### config.mk
export PLATFORM = sky130hd
export DESIGN_NAME = adcsc_top
export DESIGN_NICKNAME = d
export VERILOG_FILES = /design/src/logic/adcsc_chan_mux.v /design/src/logic/adcsc_conv_seq.v /design/src/logic/adcsc_top.v
export VERILOG_INCLUDE_DIRS = /design/src /design/src/logic
export SDC_FILE = /design/constraint.sdc
export NUM_CORES = 1
export LEC_CHECK = 0
export ABC_AREA = 0
export ABC_CLOCK_PERIOD_IN_PS = 2300
export BUFFER_PORTS_ARGS = -buffer_cell sky130_fd_sc_hd__buf_2
export CAP_MARGIN = 20
export CORE_MARGIN = 3
export CORE_UTILIZATION = 40
export CTS_BUF_LIST = sky130_fd_sc_hd__clkbuf_2 sky130_fd_sc_hd__clkbuf_4 sky130_fd_sc_hd__clkbuf_8
export DETAILED_ROUTE_END_ITERATION = 8
export PLACE_DENSITY = 0.66
export SYNTH_ARGS = -nofsm -noshare
export SYNTH_HDL_FRONTEND = slang
export SYNTH_HIERARCHICAL = 1
export SYNTH_SLANG_ARGS = --single-unit
### constraint.sdc
create_clock -name clk_sys_i -period 2.3 [get_ports clk_sys_i]
set_input_delay 0.345 -clock clk_sys_i [delete_from_list [all_inputs] [get_ports clk_sys_i]]
set_output_delay 0.345 -clock clk_sys_i [all_outputs]
set_load 0.005 [all_outputs]
### src/logic/adcsc_defs.vh
`ifndef ADCSC_DEFS_VH
`define ADCSC_DEFS_VH
// register indices; all are word aligned, so each byte address is four times its index
`define ADCSC_IDX_SCR        6'h3C
`define ADCSC_IDX_RES        6'h3E
`define ADCSC_IDX_CLK        6'h3F
`define ADCSC_ADDR_SCR       8'hF0
`define ADCSC_ADDR_RES       8'hF8
`define ADCSC_ADDR_CLK       8'hFC
`define ADCSC_ADDR_IRQ_STAT  8'h40
`define ADCSC_ADDR_IRQ_MASK  8'h44
// status/control fields
`define ADCSC_SCR_DONE_BIT   7
`define ADCSC_SCR_IEN_BIT    6
`define ADCSC_SCR_REP_BIT    5
`define ADCSC_SCR_CH_MSB     4
`define ADCSC_SCR_RESET      5'h1F
`define ADCSC_CLK_MSB        7
`define ADCSC_CLK_LSB        5
`define ADCSC_CLK_RESET      3'h0
// conversion timing
`define ADCSC_CONV_CLOCKS    16
`define ADCSC_NUM_CH         4
// axi responses
`define ADCSC_RESP_OKAY      2'h0
`define ADCSC_RESP_SLVERR    2'h2
`endif

### src/logic/adcsc_chan_mux.v
`timescale 1ns/100ps
// one-hot routing of the selected channel onto the converter input
module adcsc_chan_mux #(
  parameter NUM_CH = 4
) (
  input  wire              clk_sys_i,
  input  wire              rst_i,
  input  wire [4:0]        sel_i,
  input  wire              active_i,
  output reg  [NUM_CH-1:0] route_o
);
  genvar g;
  // at most one switch closed; out-of-range codes connect nothing
  generate
    for (g = 0; g < NUM_CH; g = g + 1) begin : g_sw
      always @(posedge clk_sys_i) begin
        if (rst_i) begin
          route_o[g] <= 1'b0;
        end else begin
          route_o[g] <= active_i && (sel_i == g);
        end
      end
    end
  endgenerate
endmodule // adcsc_chan_mux

### src/logic/adcsc_conv_seq.v
`timescale 1ns/100ps
`include "adcsc_defs.vh"
// conversion sequencer: divided clock ticks, start, abort, result capture
module adcsc_conv_seq #(
  parameter CONV_CLOCKS = `ADCSC_CONV_CLOCKS
) (
  input  wire       clk_sys_i,
  input  wire       rst_i,
  input  wire [2:0] div_sel_i,
  input  wire       start_i,
  input  wire       abort_i,
  input  wire       repeat_i,
  input  wire [7:0] sample_i,
  output reg        busy_o,
  output reg        done_o,
  output reg  [7:0] data_o
);
  reg [6:0] pre_r;
  reg [4:0] cnt_r;
  reg       tick_r;
  wire [6:0] pre_top = (7'h01 << div_sel_i) - 7'h01;

  // prescaler: converter clock is bus clock over 2^div_sel
  always @(posedge clk_sys_i) begin
    if (rst_i || !busy_o) begin
      pre_r  <= 7'h00;
      tick_r <= 1'b0;
    end else if (pre_r >= pre_top) begin
      pre_r  <= 7'h00;
      tick_r <= 1'b1;
    end else begin
      pre_r  <= pre_r + 7'h01;
      tick_r <= 1'b0;
    end
  end

  // abort drops the run with no result; done pulses once per conversion
  always @(posedge clk_sys_i) begin
    if (rst_i) begin
      busy_o <= 1'b0;
      done_o <= 1'b0;
      cnt_r  <= 5'h00;
      data_o <= 8'h00;
    end else begin
      done_o <= 1'b0;
      if (abort_i) begin
        busy_o <= 1'b0;
        cnt_r  <= 5'h00;
      end else if (start_i) begin
        busy_o <= 1'b1;
        cnt_r  <= 5'h00;
      end else if (busy_o && tick_r) begin
        if (cnt_r == CONV_CLOCKS[4:0] - 5'h01) begin
          data_o <= sample_i;
          done_o <= 1'b1;
          cnt_r  <= 5'h00;
          busy_o <= repeat_i;
        end else begin
          cnt_r <= cnt_r + 5'h01;
        end
      end
    end
  end
endmodule // adcsc_conv_seq

### src/logic/adcsc_top.v
// What this block does
// - stop entry halts the converter and drops a running conversion with no result, flagged in status bit1.
// - leaving stop restarts conversions with the stored settings, no rewrite needed.
// - four analogue channels on port A pins, picked by channel select.
// - at most one selected channel is routed to the converter; none when out of range.
// - status/control: done bit7, irq enable bit6, repeat bit5, channel 4..0.
// - result register shows the latest conversion; no reset value promised.
// - clock register holds divider in bits 7..5; low bits read zero.
// - done flag sets per conversion unless irq enable; cleared by result read.
`timescale 1ns/100ps
`include "adcsc_defs.vh"
module adcsc_top #(
  parameter NUM_CH      = `ADCSC_NUM_CH,
  parameter CONV_CLOCKS = `ADCSC_CONV_CLOCKS
) (
  input  wire              clk_sys_i,
  input  wire              rst_i,
  // axi4-lite slave
  input  wire [7:0]        s_axi_awaddr,
  input  wire              s_axi_awvalid,
  output reg               s_axi_awready,
  input  wire [31:0]       s_axi_wdata,
  input  wire [3:0]        s_axi_wstrb,
  input  wire              s_axi_wvalid,
  output reg               s_axi_wready,
  output reg  [1:0]        s_axi_bresp,
  output reg               s_axi_bvalid,
  input  wire              s_axi_bready,
  input  wire [7:0]        s_axi_araddr,
  input  wire              s_axi_arvalid,
  output reg               s_axi_arready,
  output reg  [31:0]       s_axi_rdata,
  output reg  [1:0]        s_axi_rresp,
  output reg               s_axi_rvalid,
  input  wire              s_axi_rready,
  // system and converter side
  input  wire              stop_mode_i,
  input  wire [7:0]        sample_i,
  output wire [NUM_CH-1:0] selected_analog_input_o,
  output reg  [NUM_CH-1:0] port_a_analog_o,
  output reg               conv_active_o,
  output reg               irq_o
);
  // synchronised stop request and sample bus (from analogue/power domain)
  reg        stop_s1_r, stop_s2_r;
  reg  [7:0] smp_s1_r, smp_s2_r;
  always @(posedge clk_sys_i) begin
    if (rst_i) begin
      stop_s1_r <= 1'b0;
      stop_s2_r <= 1'b0;
      smp_s1_r  <= 8'h00;
      smp_s2_r  <= 8'h00;
    end else begin
      stop_s1_r <= stop_mode_i;
      stop_s2_r <= stop_s1_r;
      smp_s1_r  <= sample_i;
      smp_s2_r  <= smp_s1_r;
    end
  end

  // register state
  reg        irq_en_r, rep_r;
  reg  [4:0] chan_r;
  reg  [2:0] div_r;
  reg        done_flag_r;
  reg  [7:0] result_r;
  reg  [1:0] ist_r, imask_r;
  reg        stop_d_r;
  reg        restart_r;

  wire       busy_w, cdone_w;
  wire [7:0] cdata_w;

  // axi write path: address and data taken in either order
  reg        aw_have_r, w_have_r;
  reg  [7:0] aw_addr_r;
  reg  [31:0] w_data_r;
  reg  [3:0] w_strb_r;
  wire       wr_go = aw_have_r && w_have_r && !s_axi_bvalid;
  wire       wr_scr = wr_go && aw_addr_r == `ADCSC_ADDR_SCR && w_strb_r[0];
  wire       wr_clk = wr_go && aw_addr_r == `ADCSC_ADDR_CLK && w_strb_r[0];
  wire       wr_msk = wr_go && aw_addr_r == `ADCSC_ADDR_IRQ_MASK && w_strb_r[0];
  wire       wr_hit = aw_addr_r == `ADCSC_ADDR_SCR || aw_addr_r == `ADCSC_ADDR_CLK
                   || aw_addr_r == `ADCSC_ADDR_IRQ_MASK || aw_addr_r == `ADCSC_ADDR_RES
                   || aw_addr_r == `ADCSC_ADDR_IRQ_STAT;

  always @(posedge clk_sys_i) begin
    if (rst_i) begin
      aw_have_r     <= 1'b0;
      w_have_r      <= 1'b0;
      aw_addr_r     <= 8'h00;
      w_data_r      <= 32'h00000000;
      w_strb_r      <= 4'h0;
      s_axi_awready <= 1'b0;
      s_axi_wready  <= 1'b0;
      s_axi_bvalid  <= 1'b0;
      s_axi_bresp   <= `ADCSC_RESP_OKAY;
    end else begin
      s_axi_awready <= !aw_have_r && !s_axi_awready && s_axi_awvalid;
      s_axi_wready  <= !w_have_r && !s_axi_wready && s_axi_wvalid;
      if (s_axi_awvalid && s_axi_awready) begin
        aw_have_r <= 1'b1;
        aw_addr_r <= s_axi_awaddr;
      end
      if (s_axi_wvalid && s_axi_wready) begin
        w_have_r <= 1'b1;
        w_data_r <= s_axi_wdata;
        w_strb_r <= s_axi_wstrb;
      end
      if (wr_go) begin
        aw_have_r    <= 1'b0;
        w_have_r     <= 1'b0;
        s_axi_bvalid <= 1'b1;
        s_axi_bresp  <= wr_hit ? `ADCSC_RESP_OKAY : `ADCSC_RESP_SLVERR;
      end else if (s_axi_bvalid && s_axi_bready) begin
        s_axi_bvalid <= 1'b0;
      end
    end
  end

  // axi read path
  wire       rd_go  = s_axi_arvalid && s_axi_arready;
  wire       rd_res = rd_go && s_axi_araddr == `ADCSC_ADDR_RES;
  wire       rd_ist = rd_go && s_axi_araddr == `ADCSC_ADDR_IRQ_STAT;
  reg  [7:0] rd_byte;
  reg        rd_hit;
  always @* begin
    rd_hit = 1'b1;
    case (s_axi_araddr)
      `ADCSC_ADDR_SCR:      rd_byte = {done_flag_r && !irq_en_r, irq_en_r, rep_r, chan_r};
      `ADCSC_ADDR_RES:      rd_byte = result_r;
      `ADCSC_ADDR_CLK:      rd_byte = {div_r, 5'h00};
      `ADCSC_ADDR_IRQ_STAT: rd_byte = {6'h00, ist_r};
      `ADCSC_ADDR_IRQ_MASK: rd_byte = {6'h00, imask_r};
      default: begin
        rd_byte = 8'h00;
        rd_hit  = 1'b0;
      end
    endcase
  end

  always @(posedge clk_sys_i) begin
    if (rst_i) begin
      s_axi_arready <= 1'b0;
      s_axi_rvalid  <= 1'b0;
      s_axi_rdata   <= 32'h00000000;
      s_axi_rresp   <= `ADCSC_RESP_OKAY;
    end else begin
      s_axi_arready <= !s_axi_arready && !s_axi_rvalid && s_axi_arvalid;
      if (rd_go) begin
        s_axi_rvalid <= 1'b1;
        s_axi_rdata  <= {24'h000000, rd_byte};
        s_axi_rresp  <= rd_hit ? `ADCSC_RESP_OKAY : `ADCSC_RESP_SLVERR;
      end else if (s_axi_rvalid && s_axi_rready) begin
        s_axi_rvalid <= 1'b0;
      end
    end
  end

  // control registers; bit 7 of the write is ignored since done is read-only
  always @(posedge clk_sys_i) begin
    if (rst_i) begin
      irq_en_r <= 1'b0;
      rep_r    <= 1'b0;
      chan_r   <= `ADCSC_SCR_RESET;
      div_r    <= `ADCSC_CLK_RESET;
      imask_r  <= 2'h0;
    end else begin
      if (wr_scr) begin
        irq_en_r <= w_data_r[`ADCSC_SCR_IEN_BIT];
        rep_r    <= w_data_r[`ADCSC_SCR_REP_BIT];
        chan_r   <= w_data_r[`ADCSC_SCR_CH_MSB:0];
      end
      if (wr_clk)
        div_r <= w_data_r[`ADCSC_CLK_MSB:`ADCSC_CLK_LSB];
      if (wr_msk)
        imask_r <= w_data_r[1:0];
    end
  end

  // stop handling: remember to restart once stop is released
  wire stop_exit = stop_d_r && !stop_s2_r;
  wire chan_ok   = chan_r < NUM_CH;
  wire abort_w   = stop_s2_r || wr_scr;
  wire start_w   = (restart_r && chan_ok) || (wr_scr && chan_ok);
  always @(posedge clk_sys_i) begin
    if (rst_i) begin
      stop_d_r  <= 1'b0;
      restart_r <= 1'b0;
    end else begin
      stop_d_r  <= stop_s2_r;
      // resume one cycle after the abort clears, with settings unchanged
      restart_r <= stop_exit || (wr_scr && !stop_s2_r);
    end
  end

  adcsc_conv_seq #(
    .CONV_CLOCKS (CONV_CLOCKS)
  ) u_seq (
    .clk_sys_i (clk_sys_i),
    .rst_i     (rst_i),
    .div_sel_i (div_r),
    .start_i   (start_w && !stop_s2_r),
    .abort_i   (abort_w),
    .repeat_i  (rep_r),
    .sample_i  (smp_s2_r),
    .busy_o    (busy_w),
    .done_o    (cdone_w),
    .data_o    (cdata_w)
  );

  adcsc_chan_mux #(
    .NUM_CH (NUM_CH)
  ) u_mux (
    .clk_sys_i (clk_sys_i),
    .rst_i     (rst_i),
    .sel_i     (chan_r),
    .active_i  (!stop_s2_r),
    .route_o   (selected_analog_input_o)
  );

  // done flag and result: set wins over clear by result read
  always @(posedge clk_sys_i) begin
    if (rst_i) begin
      done_flag_r <= 1'b0;
      result_r    <= 8'h00;
    end else begin
      if (cdone_w)
        result_r <= cdata_w;
      if (cdone_w && !irq_en_r)
        done_flag_r <= 1'b1;
      else if (rd_res || irq_en_r)
        done_flag_r <= 1'b0;
    end
  end

  // sticky status: bit0 conversion done, bit1 stop abort; read clears, set wins
  wire [1:0] ev_w = {stop_s2_r && busy_w, cdone_w};
  always @(posedge clk_sys_i) begin
    if (rst_i) begin
      ist_r <= 2'h0;
    end else begin
      ist_r <= ev_w | (rd_ist ? 2'h0 : ist_r);
    end
  end

  // outputs registered so the pins never see decode glitches
  always @(posedge clk_sys_i) begin
    if (rst_i) begin
      irq_o         <= 1'b0;
      conv_active_o <= 1'b0;
    end else begin
      irq_o         <= |(ist_r & imask_r) || (irq_en_r && cdone_w && imask_r[0]);
      conv_active_o <= busy_w;
    end
  end

  // one pin-mode flop per channel; out-of-range selects leave every pin digital
  genvar g;
  generate
    for (g = 0; g < NUM_CH; g = g + 1) begin : g_pin
      always @(posedge clk_sys_i) begin
        if (rst_i) begin
          port_a_analog_o[g] <= 1'b0;
        end else begin
          port_a_analog_o[g] <= (chan_r == g);
        end
      end
    end
  endgenerate
endmodule // adcsc_top

==> impl_metrics.tcl <==
set metrics [dict create \
    antenna_found_initial 0 \
    via_per_inst 5.05 \
    core-area_sq_um 10900 \
    synth_edf_count 0 \
    fillers 1048 \
    grt_pass1_vias 3411 \
    max_cap_violations 0 \
    cp_max_fo 8 \
    cts_buffers 9 \
    clock_latency_ns 0.36 \
    drv_slew 0 \
    avgRoutedWirePerCell_um 13.6 \
    start_kind "register" \
    synth_seq_cells 110 \
    setup_viol 0 \
    cts_tree "done" \
    wl_mm 9.56 \
    die_h_um 112 \
    period_minus_slack_ns 2.18 \
    ys_types 56 \
    min_path_type "input port to register" \
    portBuffers 65 \
    fin_skew_ns 0.0112 \
    drt_iter0_markers 167 \
    crit_path_end_kind "register" \
    p_leak_nw 1.97 \
    holdWs_ns 0.186 \
    final_cell_mix "109 x dfxtp_1, 65 x buf_2, 55 x nand2_1, 47 x a21oi_1, 32 x nor2_1" \
    holdPathStages 2 \
    route.detailed.drc 0 \
    critPathKind "register to register" \
    drt_pass1_iterations 4 \
    place_hpwl_mm 7.01 \
    ys_async_sr_fraction 0 \
    arrival_ns 2.43 \
    worstHoldStart "sample_i[5]" \
    yosysWarnings 6 \
    pin_count 119 \
    post_cts_buffers 0 \
    yosysTopAreaCell "dfxtp_1" \
    rows 38 \
    syn_area_per_cell_sq_um 9.02 \
    powerDensity_nw_per_um2 684 \
    syn_inst 499 \
    grt_pass1_wl_mm 15.6 \
    slowest_delay_ns 0.53 \
    clock_path_buffers 2 \
    overflow 0 \
    synth.top_cell.area_share 0.489 \
    clk_pin_slew_ns 0.10 \
    nets 636 \
    critPathLaunch "aw_addr_r[7]" \
    seq_area_frac_synth 0.489 \
    relSlewSlack 0.604 \
    clockRootBuffer "clkbuf_8" \
    synth_area_sq_um 4500 \
    final_common_cell "dfxtp_1" \
    grt_usage 0.150 \
    max_freq_ghz 0.458 \
    floorplan.die_area_sq_um 12600 \
    diodes 0 \
    final-hold-violation-count 0 \
    place_congestion 0.806 \
    cp_slowest_cell "or4b_4" \
    min_period_over_period 0.949 \
    critPathRequiredTime_ns 2.55 \
    synthToLayoutAreaGrowth_pct 14.6 \
    ant_nets 0 \
    rr_startpoint "aw_addr_r[7]" \
    cts_sinks 110 \
    htreeDepth 3 \
    ir_drop_v 0.000307 \
    outcome "complete, no violations" \
    synth_top_cells_by_area "dfxtp_1 49%, a21oi_1 5.2%, nand2_1 4.6%, buf_4 4.3%, nand3_1 3.2%" \
    synthFlopType "dfxtp_1" \
    worstPathCellList "and3_1, nor3b_2, and2_2, or2_4, nor2_4, or4b_4, nand2_1, a21oi_1" \
    drive_above_1_share 0.190 \
    final_core_util 0.472 \
    num_vias 3555 \
    start_util 0.412 \
    dpl-instance-area_sq_um 4900 \
    fp.dieW_um 112 \
    rsz0062_at_grt "false" \
    design_area_sq_um 5160 \
    reg2reg_depth 8 \
    grt_max_degree 37 \
    worstMarginPinSlew_ns 0.590 \
]
cell type report:
type / count / area [sq um] / area share
flip-flops and latches: 110 / 2200 / 0.427
multi-input cells: 358 / 2110 / 0.408
repair buffers: 75 / 400 / 0.0776
well taps: 140 / 175 / 0.0339
clock buffers: 11 / 151 / 0.0293
clock inverters: 5 / 104 / 0.0201
inverters: 5 / 18.8 / 0.00364
cells by family (layout without fill, tap and decap cells):
family                     Yosys count  after routing  share of synthesized area
other                                1             26                   0.000833
AOI/OAI and AO/OA                   86             86                      0.115
DFF                                110            110                      0.489
xor gates and xnor gates             8              8                     0.0156
buffers and inverters               56             96                     0.0689
and+or+nand+nor                    214            214                      0.251
muxes                               15             15                     0.0347
adders and majority gates            9              9                     0.0250
synth_stat cells, types with 3 or more instances:
cell and n:
o31ai_1 3, ha_1 9, mux2i_1 10, nor2b_1 22
dfxtp_1 110, xor2_1 7, nand3_1 29, a21oi_1 47
nor4_1 9, buf_4 26, a211oi_1 8, nand2_1 55
mux2_1 3, nor3b_1 4, nand4_1 4, and3_1 5
inv_1 5, a22oi_1 7, or4_1 3, o21ai_1 9
nor4b_1 3, and2_1 3, nor2_1 32, nand2b_1 9
or4b_1 3, clkbuf_1 17, buf_1 6, nor3_1 16
state kept, by name, indices dropped and copies added, names as in the netlist, 2 cells and up:
name	flops
u_mux/route_o	4
smp_s1_r	8
s_axi_rdata	8
u_seq/data_o	8
div_r	3
imask_r	2
w_data_r	8
smp_s2_r	8
aw_addr_r	8
chan_r	5
u_seq/cnt_r	5
port_a_analog_o	4
ist_r	2
result_r	8
u_seq/pre_r	7
per-stage QoR:
stage	std cells	setup slack [ns]	TNS [ns]	total power [mW]
3_3_place_gp	688	0.140	0	2.16
4_1_cts	704	0.0868	0	3.56
2_1_floorplan	524	-0.0851	-0.681	2.13
6_report	704	0.118	0	3.53
5_1_grt	704	0.0238	0	3.67
3_5_place_dp	688	0.100	0	2.16
report_power, final:
part / total (mW) / switching, mW / leakage (nW) / internal [mW]
Sequential: 1.95 / 0.0197 / 0.893 / 1.93
Clock: 1.41 / 0.627 / 0.130 / 0.785
Combinational: 0.165 / 0.0983 / 0.949 / 0.0668
Total: 3.53 / 0.745 / 1.97 / 2.79
worst max-delay path: cells and delay by family (launching register included):
family          cells  cell delay [ns]
simple gates        7             1.67
flops               1             0.34
compound gates      1             0.06
layer usage:
layer  share of wire  global-route usage  vias up
met1            0.47               0.193     1638
met2            0.47               0.249       91
met3           0.046              0.0323       15
met5               0                   0        -
li1                -                   -     1811
met4           0.019              0.0553        0
final timing paths:
check	end	slack [ns]
setup / recovery	u_seq/data_o[3]	0.12
hold / removal	smp_s1_r[5]	0.19
setup reg to reg	u_seq/data_o[3]	0.12
hold reg to reg	smp_s2_r[6]	0.44
timing repair:
| action | 4_1_cts | 5_1_grt |
|---|---|---|
| gates resized for setup | 0 | 2 |
| hold buffers | 0 | 0 |
| setup endpoints to repair | 0 | 3 |
(Power assumes the default switching activity.)
